[config.mk]
export PLATFORM = sky130hd
export DESIGN_NAME = gpio_port
export DESIGN_NICKNAME = d
export VERILOG_FILES = /design/src/logic/gpio_pkg.sv /design/src/logic/gpio_pin_cell.sv /design/src/logic/gpio_port.sv
export SDC_FILE = /design/constraint.sdc
export NUM_CORES = 1
export LEC_CHECK = 0
export ABC_AREA = 1
export BUFFER_PORTS_ARGS = -buffer_cell sky130_fd_sc_hd__buf_2
export CORE_MARGIN = 10
export CORE_UTILIZATION = 35
export CTS_CLUSTER_DIAMETER = 120
export DETAILED_ROUTE_END_ITERATION = 7
export PLACE_DENSITY = 0.57
export SETUP_SLACK_MARGIN = 0.4
export SLEW_MARGIN = 10
export SYNTH_ARGS = -nofsm -noshare
export SYNTH_HDL_FRONTEND = slang
export SYNTH_SLANG_ARGS = --single-unit
export TNS_END_PERCENT = 10
[constraint.sdc]
create_clock -name SYS_CLK_IN -period 4.6 [get_ports SYS_CLK_IN]
set_input_delay 0.92 -clock SYS_CLK_IN [delete_from_list [all_inputs] [get_ports SYS_CLK_IN]]
set_output_delay 0.92 -clock SYS_CLK_IN [all_outputs]
set_load 0.1 [all_outputs]
[src/logic/gpio_pkg.sv]
//////////////////////////////////////////////////////////////////////
//////////////////////////////////////////////////////////////////////
package gpio_pkg;
   // ****************************************
   // geometry
   // ****************************************
   localparam int NUM_PORTS = 3;
   localparam int PORT_W = 8;
   localparam int NUM_PINS = 24;
   localparam int ADDR_W = 12;
   localparam int DATA_W = 32;

   // ****************************************
   // register indices, byte address is index times four
   // ****************************************
   localparam logic [7:0] IDX_PB_DATA = 8'h9A;
   localparam logic [7:0] IDX_PC_DATA = 8'h9E;
   localparam logic [7:0] IDX_PD_DATA = 8'hA2;
   localparam logic [7:0] OFS_DATA = 8'h00;
   localparam logic [7:0] OFS_DDR = 8'h01;
   localparam logic [7:0] OFS_ALT1 = 8'h02;
   localparam logic [7:0] OFS_ALT2 = 8'h03;
   localparam logic [7:0] IDX_IRQ_STATUS = 8'hB0;
   localparam logic [7:0] IDX_IRQ_MASK = 8'hB1;

   // ****************************************
   // reset values and timing
   // ****************************************
   localparam logic [7:0] DATA_RST = 8'h00;
   localparam logic [7:0] DDR_RST = 8'hFF;
   localparam logic [7:0] ALT_RST = 8'h00;
   localparam logic [23:0] MASK_RST = 24'h000000;
   localparam int LEVEL_HOLD_CYCLES = 2;

   // ****************************************
   // pin modes
   // ****************************************
   typedef enum logic [2:0] {
      MODE_OUTPUT,
      MODE_INPUT,
      MODE_HIZ,
      MODE_DUAL_EDGE,
      MODE_ALT,
      MODE_LEVEL,
      MODE_SINGLE_EDGE
   } pin_mode_t;

   typedef struct packed {
      logic wr;
      logic [ADDR_W-1:0] addr;
      logic [DATA_W-1:0] wdata;
   } apb_req_t;

   // mode code is {alt2, alt1, ddr}
   function automatic pin_mode_t decode_mode(input logic ddr, input logic alt1, input logic alt2);
      case ({alt2, alt1, ddr})
         3'h0: decode_mode = MODE_OUTPUT;
         3'h1: decode_mode = MODE_INPUT;
         3'h2: decode_mode = MODE_HIZ;
         3'h3: decode_mode = MODE_DUAL_EDGE;
         3'h4: decode_mode = MODE_ALT;
         3'h5: decode_mode = MODE_LEVEL;
         3'h6: decode_mode = MODE_SINGLE_EDGE;
         default: decode_mode = MODE_INPUT;
      endcase
   endfunction : decode_mode
endpackage : gpio_pkg

[src/logic/gpio_pin_cell.sv]
`timescale 1ns/10ps
module gpio_pin_cell import gpio_pkg::*; (
   input wire logic clk_in,
   input wire logic rst_n_in,
   input wire logic pin_in,
   input wire logic data_bit_in,
   input pin_mode_t mode_in,
   input wire logic clear_in,
   output logic sampled_out,
   output logic req_out
);
   // ****************************************
   // sampling
   // ****************************************
   logic sync1_r;
   logic sync2_r;
   logic prev_r;
   logic req_r;
   logic rise;
   logic fall;
   logic lvl_match;
   logic edge_mode;

   // two flops before anything looks at the pin
   always_ff @(posedge clk_in or negedge rst_n_in) begin
      if (!rst_n_in) begin
         sync1_r <= 1'b0;
         sync2_r <= 1'b0;
         prev_r <= 1'b0;
      end else begin
         sync1_r <= pin_in;
         sync2_r <= sync1_r;
         prev_r <= sync2_r;
      end
   end

   assign sampled_out = sync2_r;
   assign rise = sync2_r & ~prev_r;
   assign fall = ~sync2_r & prev_r;
   assign lvl_match = (sync2_r == data_bit_in) && (prev_r == data_bit_in);
   assign edge_mode = (mode_in == MODE_DUAL_EDGE) || (mode_in == MODE_SINGLE_EDGE);

   // ****************************************
   // request latch
   // ****************************************
   // a new edge beats a clear in the same cycle so no event is lost
   always_ff @(posedge clk_in or negedge rst_n_in) begin
      if (!rst_n_in) begin
         req_r <= 1'b0;
      end else begin
         case (mode_in)
            MODE_DUAL_EDGE: begin
               if (rise || fall) begin
                  req_r <= 1'b1;
               end else if (clear_in) begin
                  req_r <= 1'b0;
               end
            end
            MODE_SINGLE_EDGE: begin
               if (data_bit_in ? rise : fall) begin
                  req_r <= 1'b1;
               end else if (clear_in) begin
                  req_r <= 1'b0;
               end
            end
            MODE_LEVEL: begin
               req_r <= lvl_match;
            end
            default: begin
               req_r <= 1'b0;
            end
         endcase
      end
   end

   assign req_out = req_r;

   // ****************************************
   // checks
   // ****************************************
   dual_edge_req_a: assert property (@(posedge clk_in) disable iff (!rst_n_in)
      (mode_in == MODE_DUAL_EDGE && (rise || fall) && $stable(mode_in)) |=> req_r)
      else $error("dual edge did not raise request");
   single_edge_hold_a: assert property (@(posedge clk_in) disable iff (!rst_n_in)
      (mode_in == MODE_SINGLE_EDGE && req_r && !clear_in) ##1 (mode_in == MODE_SINGLE_EDGE) |-> req_r)
      else $error("single edge request dropped without clear");
   edge_clear_a: assert property (@(posedge clk_in) disable iff (!rst_n_in)
      (edge_mode && clear_in && !rise && !fall) ##1 edge_mode |-> !req_r)
      else $error("edge request not cleared by write of one");
   wrong_edge_a: assert property (@(posedge clk_in) disable iff (!rst_n_in)
      (mode_in == MODE_SINGLE_EDGE && !req_r && !(data_bit_in ? rise : fall)) ##1
      (mode_in == MODE_SINGLE_EDGE) |-> !req_r)
      else $error("single edge request from wrong edge");
   level_hold_a: assert property (@(posedge clk_in) disable iff (!rst_n_in)
      (mode_in == MODE_LEVEL && $rose(req_r)) |-> ($past(sync2_r, 1) == $past(data_bit_in, 1)) &&
      ($past(prev_r, 1) == $past(data_bit_in, 1)))
      else $error("level request without two matching samples");
   level_drop_a: assert property (@(posedge clk_in) disable iff (!rst_n_in)
      (mode_in == MODE_LEVEL && sync2_r != data_bit_in) |=> !req_r)
      else $error("level request held after mismatch");
endmodule : gpio_pin_cell

[src/logic/gpio_port.sv]
`timescale 1ns/10ps
module gpio_port import gpio_pkg::*; (
   input wire logic SYS_CLK_IN,
   input wire logic RESET_N_IN,
   input wire logic PSEL_IN,
   input wire logic PENABLE_IN,
   input wire logic PWRITE_IN,
   input wire logic [ADDR_W-1:0] PADDR_IN,
   input wire logic [DATA_W-1:0] PWDATA_IN,
   output logic [DATA_W-1:0] PRDATA_OUT,
   output logic PREADY_OUT,
   output logic PSLVERR_OUT,
   input wire logic [NUM_PINS-1:0] PIN_IN,
   output logic [NUM_PINS-1:0] PIN_OUT,
   output logic [NUM_PINS-1:0] PIN_OE_OUT,
   input wire logic [NUM_PINS-1:0] ALT_DATA_IN,
   input wire logic [NUM_PINS-1:0] ALT_OE_IN,
   output logic [NUM_PINS-1:0] ALT_SAMPLED_OUT,
   output logic IRQ_OUT
);
   // ****************************************
   // register storage
   // ****************************************
   logic [PORT_W-1:0] data_r [NUM_PORTS];
   logic [PORT_W-1:0] ddr_r [NUM_PORTS];
   logic [PORT_W-1:0] alt1_r [NUM_PORTS];
   logic [PORT_W-1:0] alt2_r [NUM_PORTS];
   logic [NUM_PINS-1:0] status_r;
   logic [NUM_PINS-1:0] mask_r;
   logic [DATA_W-1:0] prdata_r;
   logic pready_r;
   logic pslverr_r;
   logic [NUM_PINS-1:0] pin_out_r;
   logic [NUM_PINS-1:0] pin_oe_r;
   logic [NUM_PINS-1:0] alt_sampled_r;
   logic irq_r;
   logic [NUM_PINS-1:0] sampled;
   logic [NUM_PINS-1:0] req;
   logic [NUM_PINS-1:0] clear;
   pin_mode_t mode [NUM_PINS];
   apb_req_t bus;
   logic [7:0] idx;
   logic hit_any;
   logic wr_take;

   // ****************************************
   // apb decode
   // ****************************************
   function automatic logic [7:0] port_base(input int p);
      case (p)
         0: port_base = IDX_PB_DATA;
         1: port_base = IDX_PC_DATA;
         default: port_base = IDX_PD_DATA;
      endcase
   endfunction : port_base

   function automatic logic port_hit(input logic [7:0] i);
      port_hit = 1'b0;
      for (int p = 0; p < NUM_PORTS; p++) begin
         if (i >= port_base(p) && i <= port_base(p) + OFS_ALT2) begin
            port_hit = 1'b1;
         end
      end
   endfunction : port_hit

   assign bus = '{wr: PWRITE_IN, addr: PADDR_IN, wdata: PWDATA_IN};
   // upper address bits must be zero so aliases are refused
   assign idx = (bus.addr[ADDR_W-1:10] == 2'b00) ? bus.addr[9:2] : 8'hFF;
   assign hit_any = port_hit(idx) || idx == IDX_IRQ_STATUS || idx == IDX_IRQ_MASK;
   // a write lands only at the edge where pready is seen high
   assign wr_take = PSEL_IN && PENABLE_IN && pready_r && bus.wr && hit_any;

   // one wait state: pready comes one cycle into the access phase
   always_ff @(posedge SYS_CLK_IN or negedge RESET_N_IN) begin
      if (!RESET_N_IN) begin
         pready_r <= 1'b0;
         pslverr_r <= 1'b0;
      end else begin
         pready_r <= PSEL_IN && PENABLE_IN && !pready_r;
         pslverr_r <= PSEL_IN && PENABLE_IN && !pready_r && !hit_any;
      end
   end

   // read mux, captured together with pready
   always_ff @(posedge SYS_CLK_IN or negedge RESET_N_IN) begin
      if (!RESET_N_IN) begin
         prdata_r <= '0;
      end else if (PSEL_IN && PENABLE_IN && !pready_r) begin
         prdata_r <= '0;
         for (int p = 0; p < NUM_PORTS; p++) begin
            if (idx == port_base(p) + OFS_DATA) begin
               prdata_r[PORT_W-1:0] <= sampled[p*PORT_W +: PORT_W];
            end
            if (idx == port_base(p) + OFS_DDR) begin
               prdata_r[PORT_W-1:0] <= ddr_r[p];
            end
            if (idx == port_base(p) + OFS_ALT1) begin
               prdata_r[PORT_W-1:0] <= alt1_r[p];
            end
            if (idx == port_base(p) + OFS_ALT2) begin
               prdata_r[PORT_W-1:0] <= alt2_r[p];
            end
         end
         if (idx == IDX_IRQ_STATUS) begin
            prdata_r[NUM_PINS-1:0] <= status_r;
         end
         if (idx == IDX_IRQ_MASK) begin
            prdata_r[NUM_PINS-1:0] <= mask_r;
         end
      end
   end

   // ****************************************
   // port control registers
   // ****************************************
   // four registers per port, three ports
   always_ff @(posedge SYS_CLK_IN or negedge RESET_N_IN) begin
      if (!RESET_N_IN) begin
         for (int p = 0; p < NUM_PORTS; p++) begin
            data_r[p] <= DATA_RST;
            ddr_r[p] <= DDR_RST;
            alt1_r[p] <= ALT_RST;
            alt2_r[p] <= ALT_RST;
         end
      end else if (wr_take) begin
         for (int p = 0; p < NUM_PORTS; p++) begin
            if (idx == port_base(p) + OFS_DATA) begin
               data_r[p] <= bus.wdata[PORT_W-1:0];
            end
            if (idx == port_base(p) + OFS_DDR) begin
               ddr_r[p] <= bus.wdata[PORT_W-1:0];
            end
            if (idx == port_base(p) + OFS_ALT1) begin
               alt1_r[p] <= bus.wdata[PORT_W-1:0];
            end
            if (idx == port_base(p) + OFS_ALT2) begin
               alt2_r[p] <= bus.wdata[PORT_W-1:0];
            end
         end
      end
   end

   // ****************************************
   // per pin logic
   // ****************************************
   genvar g;
   generate
      for (g = 0; g < NUM_PINS; g++) begin : g_pin
         localparam int P = g / PORT_W;
         localparam int B = g % PORT_W;
         assign mode[g] = decode_mode(ddr_r[P][B], alt1_r[P][B], alt2_r[P][B]);
         // a one in the data write clears an edge request
         assign clear[g] = wr_take && idx == port_base(P) + OFS_DATA && bus.wdata[B];
         gpio_pin_cell u_cell (
            .clk_in(SYS_CLK_IN),
            .rst_n_in(RESET_N_IN),
            .pin_in(PIN_IN[g]),
            .data_bit_in(data_r[P][B]),
            .mode_in(mode[g]),
            .clear_in(clear[g]),
            .sampled_out(sampled[g]),
            .req_out(req[g])
         );
      end
   endgenerate

   // pin drivers; only output and alternate modes ever enable the pad
   always_ff @(posedge SYS_CLK_IN or negedge RESET_N_IN) begin
      if (!RESET_N_IN) begin
         pin_out_r <= '0;
         pin_oe_r <= '0;
      end else begin
         for (int i = 0; i < NUM_PINS; i++) begin
            case (mode[i])
               MODE_OUTPUT: begin
                  pin_out_r[i] <= data_r[i / PORT_W][i % PORT_W];
                  pin_oe_r[i] <= 1'b1;
               end
               MODE_ALT: begin
                  pin_out_r[i] <= ALT_DATA_IN[i];
                  pin_oe_r[i] <= ALT_OE_IN[i];
               end
               default: begin
                  pin_out_r[i] <= 1'b0;
                  pin_oe_r[i] <= 1'b0;
               end
            endcase
         end
      end
   end

   // alternate function sees the clock-sampled pin, never the raw pad
   always_ff @(posedge SYS_CLK_IN or negedge RESET_N_IN) begin
      if (!RESET_N_IN) begin
         alt_sampled_r <= '0;
      end else begin
         alt_sampled_r <= sampled;
      end
   end

   // ****************************************
   // interrupt status and mask
   // ****************************************
   // sticky status; a pending request wins over a write-one clear
   always_ff @(posedge SYS_CLK_IN or negedge RESET_N_IN) begin
      if (!RESET_N_IN) begin
         status_r <= '0;
      end else begin
         for (int i = 0; i < NUM_PINS; i++) begin
            if (req[i]) begin
               status_r[i] <= 1'b1;
            end else if (wr_take && idx == IDX_IRQ_STATUS && bus.wdata[i]) begin
               status_r[i] <= 1'b0;
            end
         end
      end
   end

   always_ff @(posedge SYS_CLK_IN or negedge RESET_N_IN) begin
      if (!RESET_N_IN) begin
         mask_r <= MASK_RST;
      end else if (wr_take && idx == IDX_IRQ_MASK) begin
         mask_r <= bus.wdata[NUM_PINS-1:0];
      end
   end

   always_ff @(posedge SYS_CLK_IN or negedge RESET_N_IN) begin
      if (!RESET_N_IN) begin
         irq_r <= 1'b0;
      end else begin
         irq_r <= |(status_r & mask_r);
      end
   end

   assign PRDATA_OUT = prdata_r;
   assign PREADY_OUT = pready_r;
   assign PSLVERR_OUT = pslverr_r;
   assign PIN_OUT = pin_out_r;
   assign PIN_OE_OUT = pin_oe_r;
   assign ALT_SAMPLED_OUT = alt_sampled_r;
   assign IRQ_OUT = irq_r;

   // ****************************************
   // checks
   // ****************************************
   ready_one_wait_a: assert property (@(posedge SYS_CLK_IN) disable iff (!RESET_N_IN)
      (PSEL_IN && PENABLE_IN && !pready_r) |=> pready_r ##1 !pready_r)
      else $error("pready not one cycle after access start");
   hiz_mode_a: assert property (@(posedge SYS_CLK_IN) disable iff (!RESET_N_IN)
      (mode[8] == MODE_HIZ) |=> !pin_oe_r[8])
      else $error("reserved mode drives pin");
   output_mode_a: assert property (@(posedge SYS_CLK_IN) disable iff (!RESET_N_IN)
      (mode[9] == MODE_OUTPUT) |=> pin_oe_r[9] && pin_out_r[9] == $past(data_r[1][1]))
      else $error("output mode not driving data bit");
   alt_mode_a: assert property (@(posedge SYS_CLK_IN) disable iff (!RESET_N_IN)
      (mode[17] == MODE_ALT) |=> pin_oe_r[17] == $past(ALT_OE_IN[17]) && pin_out_r[17] == $past(ALT_DATA_IN[17]))
      else $error("alternate mode not passed through");
   data_read_a: assert property (@(posedge SYS_CLK_IN) disable iff (!RESET_N_IN)
      (PSEL_IN && PENABLE_IN && !pready_r && !bus.wr && idx == IDX_PC_DATA) |=>
      prdata_r[PORT_W-1:0] == $past(sampled[15:8]))
      else $error("data read not sampled pins");
   irq_level_a: assert property (@(posedge SYS_CLK_IN) disable iff (!RESET_N_IN)
      ##1 (irq_r == $past(|(status_r & mask_r))))
      else $error("interrupt output wrong");
endmodule : gpio_port

==> load_flow_metrics.sql, run 1 <==
INSERT INTO impl_metrics (metric_group, metric, value, unit) VALUES
('die', 'design.die.area', '52300', 'µm²'),
('die', 'rows', '76', ''),
('detailed_routing', 'drt.antenna.violating_nets', '0', ''),
('power_and_ir_drop', 'post-layout-total-power', '6.56', 'mW'),
('global_routing', 'gr-total-overflow', '0', ''),
('timing', 'slew_headroom', '41.4', '%'),
('setup_path', 'worst-endpoint-required', '5.03', 'ns'),
('yosys', 'netlist.top_cell.by_area', 'sky130_fd_sc_hd__dfrtp_1', ''),
('clocking', 'cts-resized-gates', '0', ''),
('clocking', 'htree_levels', '2', ''),
('timing', 'max_slew_violations', '0', ''),
('status', 'status', 'finished clean', ''),
('final_layout', 'antenna-diode-count', '0', ''),
('detailed_routing', 'drtPass1Iterations', '5', ''),
('placed_design', 'port_buffers', '209', ''),
('power_and_ir_drop', 'power.density', '361', 'nW/µm²'),
('yosys', 'syn_inst', '1837', ''),
('final_layout', 'area_growth_syn_to_layout', '19.0', '%'),
('timing', 'finalSetupViolations', '0', ''),
('timing', 'fin_worst_skew', '0.0304', 'ns'),
('yosys', 'synth_sequential_area_ratio', '51.9', '%'),
('setup_path', 'crit_path_max_incr_delay', '0.54', 'ns'),
('global_routing', 'pin_count_of_the_biggest_net_entering_global_routing', '105', ''),
('power_and_ir_drop', 'power.static_leakage', '8.62', 'nW'),
('placed_design', 'hpwl_after_detailed_placement', '36300', 'µm'),
('clocking', 'cts_sinks', '315', ''),
('setup_path', 'cp_data_arrival_time', '3.80', 'ns'),
('clocking', 'clk-insertion-delay-late', '0.56', 'ns'),
('clocking', 'cts_tree', 'built', ''),
('clocking', 'cts_root_buffer', 'sky130_fd_sc_hd__clkbuf_16', ''),
('power_and_ir_drop', 'power.ir.vdd_worst', '0.213', 'mV'),
('yosys', 'post_synth_main_area_contributors', 'sky130_fd_sc_hd__dfrtp_1 (48%), sky130_fd_sc_hd__nand2_1 (13%), sky130_fd_sc_hd__inv_1 (6.1%)', ''),
('setup_path', 'worst_path_dominant_cell_family', 'simple AND/OR/NAND/NOR gates', ''),
('timing', 'setup_total_negative_slack', '0', 'ns'),
('yosys', 'synth.cell_area', '15300', 'µm²'),
('timing', 'max_clock_freq', '297', 'MHz'),
('yosys', 'yosysUniqueCellTypes', '39', ''),
('final_layout', 'post-route-cell-area', '18200', 'µm²'),
('run', 'maxCapViolCount', '0', ''),
('detailed_routing', 'post_drt_via_cell_ratio', '4.89', ''),
('global_routing', 'grt_first_pass_wirelength', '74600', 'µm'),
('setup_path', 'end_kind', 'register', ''),
('yosys', 'synth.ff_latch_count', '315', ''),
('timing', 'final_critical_path_setup_slack', '1.23', 'ns'),
('yosys', 'post-synth-top-area-fraction', '47.7', '%'),
('clocking', 'post_cts_hold_buffer_count', '0', ''),
('global_routing', 'number_of_global_route_vias_before_repair', '12900', ''),
('detailed_routing', 'drt-initial-drc-count', '974', ''),
('detailed_routing', 'routedWlPerCell', '17.9', 'µm'),
('setup_path', 'critical_path_fanouts_max', '16', ''),
('global_routing', 'gr-usage-all-layers', '18.0', '%'),
('clocking', 'post_cts.repair.setup_buffers', '0', ''),
('setup_path', 'worst-setup-path-type', 'in -> reg', ''),
('timing', 'final_period_minus_worst_setup_slack', '3.37', 'ns'),
('detailed_routing', 'postRouteWirelength', '47600', 'µm'),
('setup_path', 'worstPathCellList', 'buf_2, nor2_1, buf_4, nand2_2, nor2_2, inv_1, nor2_2, nand2_1, nand3_1, a21oi_1, a21boi_4, nand3_1, o21ai_0', ''),
('final_layout', 'drive_above_1_share', '17.8', '%'),
('die', 'placeableCoreArea', '43100', 'µm²'),
('timing', 'rsz0062_at_grt', 'no', ''),
('die', 'die_width', '229', 'µm'),
('timing', 'timing.final.hold_violations', '0', ''),
('setup_path', 'start_kind', 'input port', ''),
('yosys', 'avgSynthCellArea', '8.31', 'µm²'),
('yosys', 'synth.yosys.warnings', '0', ''),
('placed_design', 'placedInstanceArea', '16900', 'µm²'),
('worst_hold_path', 'holdCritPathClass', 'reg -> reg', ''),
('timing', 'finalHoldWorstSlack', '0.341', 'ns'),
('placed_design', 'place_ws', '0.760', 'ns'),
('final_layout', 'final-instance-count-excl-fill', '2660', ''),
('setup_path', 'rrSetupSlack', '2.31', 'ns'),
('detailed_routing', 'remaining_drc_errors', '0', '');
synth_stat cells (all sizes together):
library cell,number
nand3,84
o2111ai,3
o211ai,4
nor4,2
a221oi,9
dfstp,24
conb,1
o211a,9
o21bai,7
a31oi,9
a21oi,24
inv,247
dfrtp,291
a21boi,1
o21a,4
nand2,514
nor2,115
o21ai,187
or2,37
a22o,2
mux2,3
ha,48
a211oi,7
o22ai,10
nand4,54
buf,46
a31o,2
o41ai,9
o31ai,1
clkbuf,26
nor3,57
power breakdown:
part / internal [mW] / switching [mW]
Sequential: 2.83 / 0.0430
Combinational: 0.131 / 0.479
Clock: 1.89 / 1.18
Total: 4.85 / 1.70
per-layer routing:
layer / global-route usage [%] / share of wire, %
met3: 3.79 / 6.3
met2: 29.6 / 47
met1: 23.4 / 45
met4: 5.57 / 2.3
met5: 0 / 0.19
cells in the final DEF (no fill, tap or decap), drive strengths merged, types with 3 or more instances in the layout:
cell	netlist	routed
nand2	514	514
dfrtp	291	291
inv	247	248
buf	46	235
o21ai	187	187
nor2	115	115
nand3	84	84
nor3	57	57
clkbuf	26	57
nand4	54	54
ha	48	48
or2	37	37
a21oi	24	24
dfstp	24	24
o22ai	10	10
o41ai	9	9
o211a	9	9
a221oi	9	9
a31oi	9	9
conb	1	8
a211oi	7	7
o21bai	7	7
clkinv	0	5
o211ai	4	4
o21a	4	4
bufinv	0	4
mux2	3	3
o2111ai	3	3
sequential cells by signal, summed over array words and instances (netlist names):
| name | flops |
|---|---|
| ALT_SAMPLED_OUT | 24 |
| PIN_OE_OUT | 24 |
| PIN_OUT | 24 |
| PRDATA_OUT | 24 |
| alt1_r | 24 |
| alt2_r | 24 |
| data_r | 24 |
| ddr_r | 24 |
| g_pin.u_cell.req_out | 24 |
| g_pin.u_cell.sampled_out | 24 |
| g_pin.u_cell.sync1_r | 24 |
| mask_r | 24 |
| status_r | 24 |
| IRQ_OUT | 1 |
| PREADY_OUT | 1 |
| PSLVERR_OUT | 1 |
worst paths after layout:
kind                                                          to  depth (start not counted)                               from
setup / recovery                          alt1_r[23]$_DFFE_PN0P_                         13                       PADDR_IN[11]
hold / removal             g_pin[0].u_cell.sampled_out$_DFF_PN0_                          0  g_pin[0].u_cell.sync1_r$_DFF_PN0_
setup reg to reg                          alt1_r[23]$_DFFE_PN0P_                          5               PREADY_OUT$_DFF_PN0_
hold reg to reg            g_pin[0].u_cell.sampled_out$_DFF_PN0_                          0  g_pin[0].u_cell.sync1_r$_DFF_PN0_
max in group asynchronous                   ddr_r[6]$_DFFE_PN1P_                          2                         RESET_N_IN
min in group asynchronous      g_pin[4].u_cell.sync1_r$_DFF_PN0_                          1                         RESET_N_IN
area by class of cell:
type,instances,area (µm²)
fill,4308,24900
tap,585,732
clock inverter,11,161
sequential,315,7910
clock buffer,57,1110
multi-input combinational,1210,6020
inverter,247,927
timing repair buffer,235,1290
cell families (layout without fill, tap and decap cells):
kind of cell | Yosys count | after routing | synth area share (%)
AO/OA/AOI/OAI | 288 | 288 | 11.0
flip-flops | 315 | 315 | 51.9
other | 1 | 8 | 0.0246
multiplexers | 3 | 3 | 0.221
AND/OR/NAND/NOR | 863 | 863 | 24.1
buffers and inverters | 319 | 550 | 8.84
adder cells (fa/ha/maj) | 48 | 48 | 3.94
(Power assumes the default switching activity.)
==> run 2: changes to the inputs <==
- clock period: 4.6 -> 3.4 ns (I/O delays scaled with it)
==> run 2 against run 1 <==
Compared with the run above: setup slack got worse by 0.31 ns; clock power rose by 44%; final area up 2.1%; via count increased by 1.1%; critical path type unchanged; sequential share of layout area fell by 0.88 points; largest cell class unchanged; register-to-register slack got worse by 0.84 ns.
==> load_flow_metrics.sql, run 2 (synthesis gave the netlist of run 1 again) <==
INSERT INTO impl_metrics (metric_group, metric, value, unit) VALUES
('timing', 'rsz0062_at_grt', 'no', ''),
('timing', 'max_clock_freq', '403', 'MHz'),
('placed_design', 'placedInstanceArea', '17100', 'µm²'),
('final_layout', 'fill_cells', '4295', ''),
('setup_path', 'critical_path_fanouts_max', '16', ''),
('clocking', 'post_cts.repair.setup_buffers', '0', ''),
('power_and_ir_drop', 'combinational_power_share', '9.1', '%'),
('die', 'design.die.area', '52300', 'µm²'),
('power_and_ir_drop', 'power.ir.vdd_worst', '0.293', 'mV'),
('status', 'status', 'finished clean', ''),
('global_routing', 'grt_antenna_before_repair', '7', ''),
('final_layout', 'final_core_utilization', '43.0', '%'),
('timing', 'setup_total_negative_slack', '0', 'ns'),
('clocking', 'cts_root_buffer', 'sky130_fd_sc_hd__clkbuf_16', ''),
('die', 'i_o_pin_count', '228', ''),
('clocking', 'cts_tree', 'built', ''),
('global_routing', 'number_of_global_route_vias_before_repair', '13300', ''),
('clocking', 'htree_levels', '2', ''),
('detailed_routing', 'routedWlPerCell', '17.9', 'µm'),
('power_and_ir_drop', 'switching_power', '2.37', 'mW'),
('global_routing', 'gr-total-overflow', '0', ''),
('timing', 'slew_headroom', '50.4', '%'),
('placed_design', 'dp_cells', '2622', ''),
('setup_path', 'end_kind', 'register', ''),
('clocking', 'number_of_cts_inserted_buffers', '40', ''),
('power_and_ir_drop', 'cell_internal_pwr', '6.79', 'mW'),
('detailed_routing', 'post_drt_via_cell_ratio', '4.88', ''),
('setup_path', 'worstPathCellList', 'buf_2, inv_1, nor2_1, nand2_1, nor2_1, nand2_1, inv_1, nor2_1, o21ai_0, a21oi_1, a21boi_4, buf_4, nand3_1, buf_4, nand2_1, o21ai_0', ''),
('setup_path', 'sum_of_buffers_and_inverters_on_the_critical_path', '5', ''),
('final_layout', 'total_area_of_multi_input_combinational_cells', '6020', 'µm²'),
('final_layout', 'area_growth_syn_to_layout', '21.5', '%'),
('detailed_routing', 'detailroute.via_count', '13200', ''),
('detailed_routing', 'remaining_drc_errors', '0', ''),
('power_and_ir_drop', 'power.static_leakage', '8.83', 'nW'),
('clocking', 'cts-resized-gates', '0', ''),
('worst_hold_path', 'holdCritPathClass', 'in -> async', ''),
('global_routing', 'grt_first_pass_wirelength', '75400', 'µm'),
('timing', 'max_slew_violations', '0', ''),
('setup_path', 'crit_path_max_incr_delay', '0.26', 'ns'),
('global_routing', 'grt.met1_usage', '23.1', '%'),
('detailed_routing', 'drt.antenna.violating_nets', '0', ''),
('setup_path', 'worst_path_dominant_cell_family', 'simple AND/OR/NAND/NOR gates', ''),
('clocking', 'cts_sinks', '315', ''),
('detailed_routing', 'drtPass1Iterations', '5', ''),
('power_and_ir_drop', 'post-layout-total-power', '9.15', 'mW'),
('global_routing', 'top_usage_layer', 'met2', ''),
('timing', 'worstMarginPinSlew', '0.744', 'ns'),
('global_routing', 'gr-usage-all-layers', '18.3', '%'),
('final_layout', 'register_area', '7910', 'µm²'),
('power_and_ir_drop', 'switching_share_of_total_power', '25.9', '%'),
('placed_design', 'hpwl_after_detailed_placement', '37100', 'µm'),
('final_layout', 'layout.cells.most_common', 'sky130_fd_sc_hd__nand2_1', ''),
('timing', 'final_period_minus_worst_setup_slack', '2.48', 'ns'),
('run', 'maxCapViolCount', '0', ''),
('final_layout', 'nets', '2248', ''),
('clocking', 'clk-insertion-delay-late', '0.56', 'ns'),
('detailed_routing', 'drt-initial-drc-count', '945', ''),
('die', 'chipHeight', '229', 'µm'),
('clocking', 'clk_pin_slew', '0.06', 'ns'),
('placed_design', 'place_ws', '0.359', 'ns'),
('setup_path', 'start_kind', 'input port', ''),
('global_routing', 'pin_count_of_the_biggest_net_entering_global_routing', '83', ''),
('setup_path', 'cp_data_arrival_time', '2.90', 'ns'),
('clocking', 'post_cts_hold_buffer_count', '0', ''),
('timing', 'fin_worst_skew', '0.0240', 'ns'),
('die', 'placeableCoreArea', '43100', 'µm²'),
('global_routing', 'grt_use_met2', '30.0', '%'),
('final_layout', 'final-instance-count-excl-fill', '2696', ''),
('power_and_ir_drop', 'power.density', '494', 'nW/µm²'),
('detailed_routing', 'postRouteWirelength', '48400', 'µm'),
('timing', 'finalHoldWorstSlack', '0.126', 'ns'),
('timing', 'final_critical_path_setup_slack', '0.918', 'ns'),
('global_routing', 'met3_track_utilization_from_global_routing', '5.10', '%'),
('die', 'die_width', '229', 'µm'),
('final_layout', 'post-route-cell-area', '18500', 'µm²'),
('timing', 'finalSetupViolations', '0', ''),
('final_layout', 'drive_above_1_share', '19.2', '%'),
('power_and_ir_drop', 'power_frac_seq', '42.4', '%'),
('setup_path', 'worst-endpoint-required', '3.81', 'ns'),
('setup_path', 'cell_at_the_slowest_stage_of_the_critical_path', 'sky130_fd_sc_hd__nor2_1', ''),
('power_and_ir_drop', 'power.clock.fraction', '48.5', '%'),
('die', 'rows', '76', ''),
('setup_path', 'worst-setup-path-type', 'in -> reg', ''),
('clocking', 'cts.path.max_buffers', '3', ''),
('final_layout', 'final_cell_mix', 'sky130_fd_sc_hd__nand2_1 (511), sky130_fd_sc_hd__dfrtp_1 (291), sky130_fd_sc_hd__inv_1 (246)', ''),
('placed_design', 'port_buffers', '209', ''),
('placed_design', 'place_congestion', '0.902', ''),
('timing', 'timing.final.crit_share', '73.0', '%'),
('timing', 'timing.final.hold_violations', '0', ''),
('die', 'initial_utilization', '35.4', '%');
[run 2: final cells by class]
| class | instances | share of cell area [%] |
|---|---|---|
| Clock inverter | 11 | 0.911 |
| Tap cell | 585 | 3.95 |
| Clock buffer | 62 | 6.62 |
| Inverter | 247 | 5.00 |
| Antenna cell | 1 | 0.0135 |
| Timing Repair Buffer | 265 | 8.30 |
| Sequential cell | 315 | 42.7 |
| Multi-Input combinational cell | 1210 | 32.5 |
[run 2: power groups by stage]
stage / sequential (mW) / clock, mW / combinational (mW)
finish: 3.89 / 4.44 / 0.829
global route: 3.89 / 4.72 / 0.895
floorplan: 4.14 / 0 / 0.366
detailed placement: 3.95 / 0 / 0.839
global placement: 3.95 / 0 / 0.826
CTS: 3.89 / 4.56 / 0.841
[run 2: final timing paths]
kind,start,end,depth (start not counted),slack (ns)
worst min register to register,g_pin[7].u_cell.sync1_r$_DFF_PN0_,g_pin[7].u_cell.sampled_out$_DFF_PN0_,0,0.34
worst min-delay path,RESET_N_IN,g_pin[4].u_cell.sync1_r$_DFF_PN0_,1,0.13
min in group SYS_CLK_IN,PIN_IN[20],g_pin[20].u_cell.sync1_r$_DFF_PN0_,1,0.23
max in group asynchronous,RESET_N_IN,ddr_r[10]$_DFFE_PN1P_,2,2.36
worst max register to register,PREADY_OUT$_DFF_PN0_,alt1_r[23]$_DFFE_PN0P_,8,1.47
worst max-delay path,PADDR_IN[9],alt1_r[23]$_DFFE_PN0P_,16,0.92
[run 2: layer usage]
metal,up-vias,wire (µm)
li1,6413,-
met1,6279,20800
met2,378,22800
met3,74,3600
met4,12,1170
met5,-,59
[run 2: worst reg2reg max path, delay by kind of cell (launching register included)]
kind                   cells  cell delay [ns]
buffers and inverters      2             0.41
flip-flops                 1             0.37
AND/OR/NAND/NOR            4             0.57
AO/OA/AOI/OAI              2             0.44
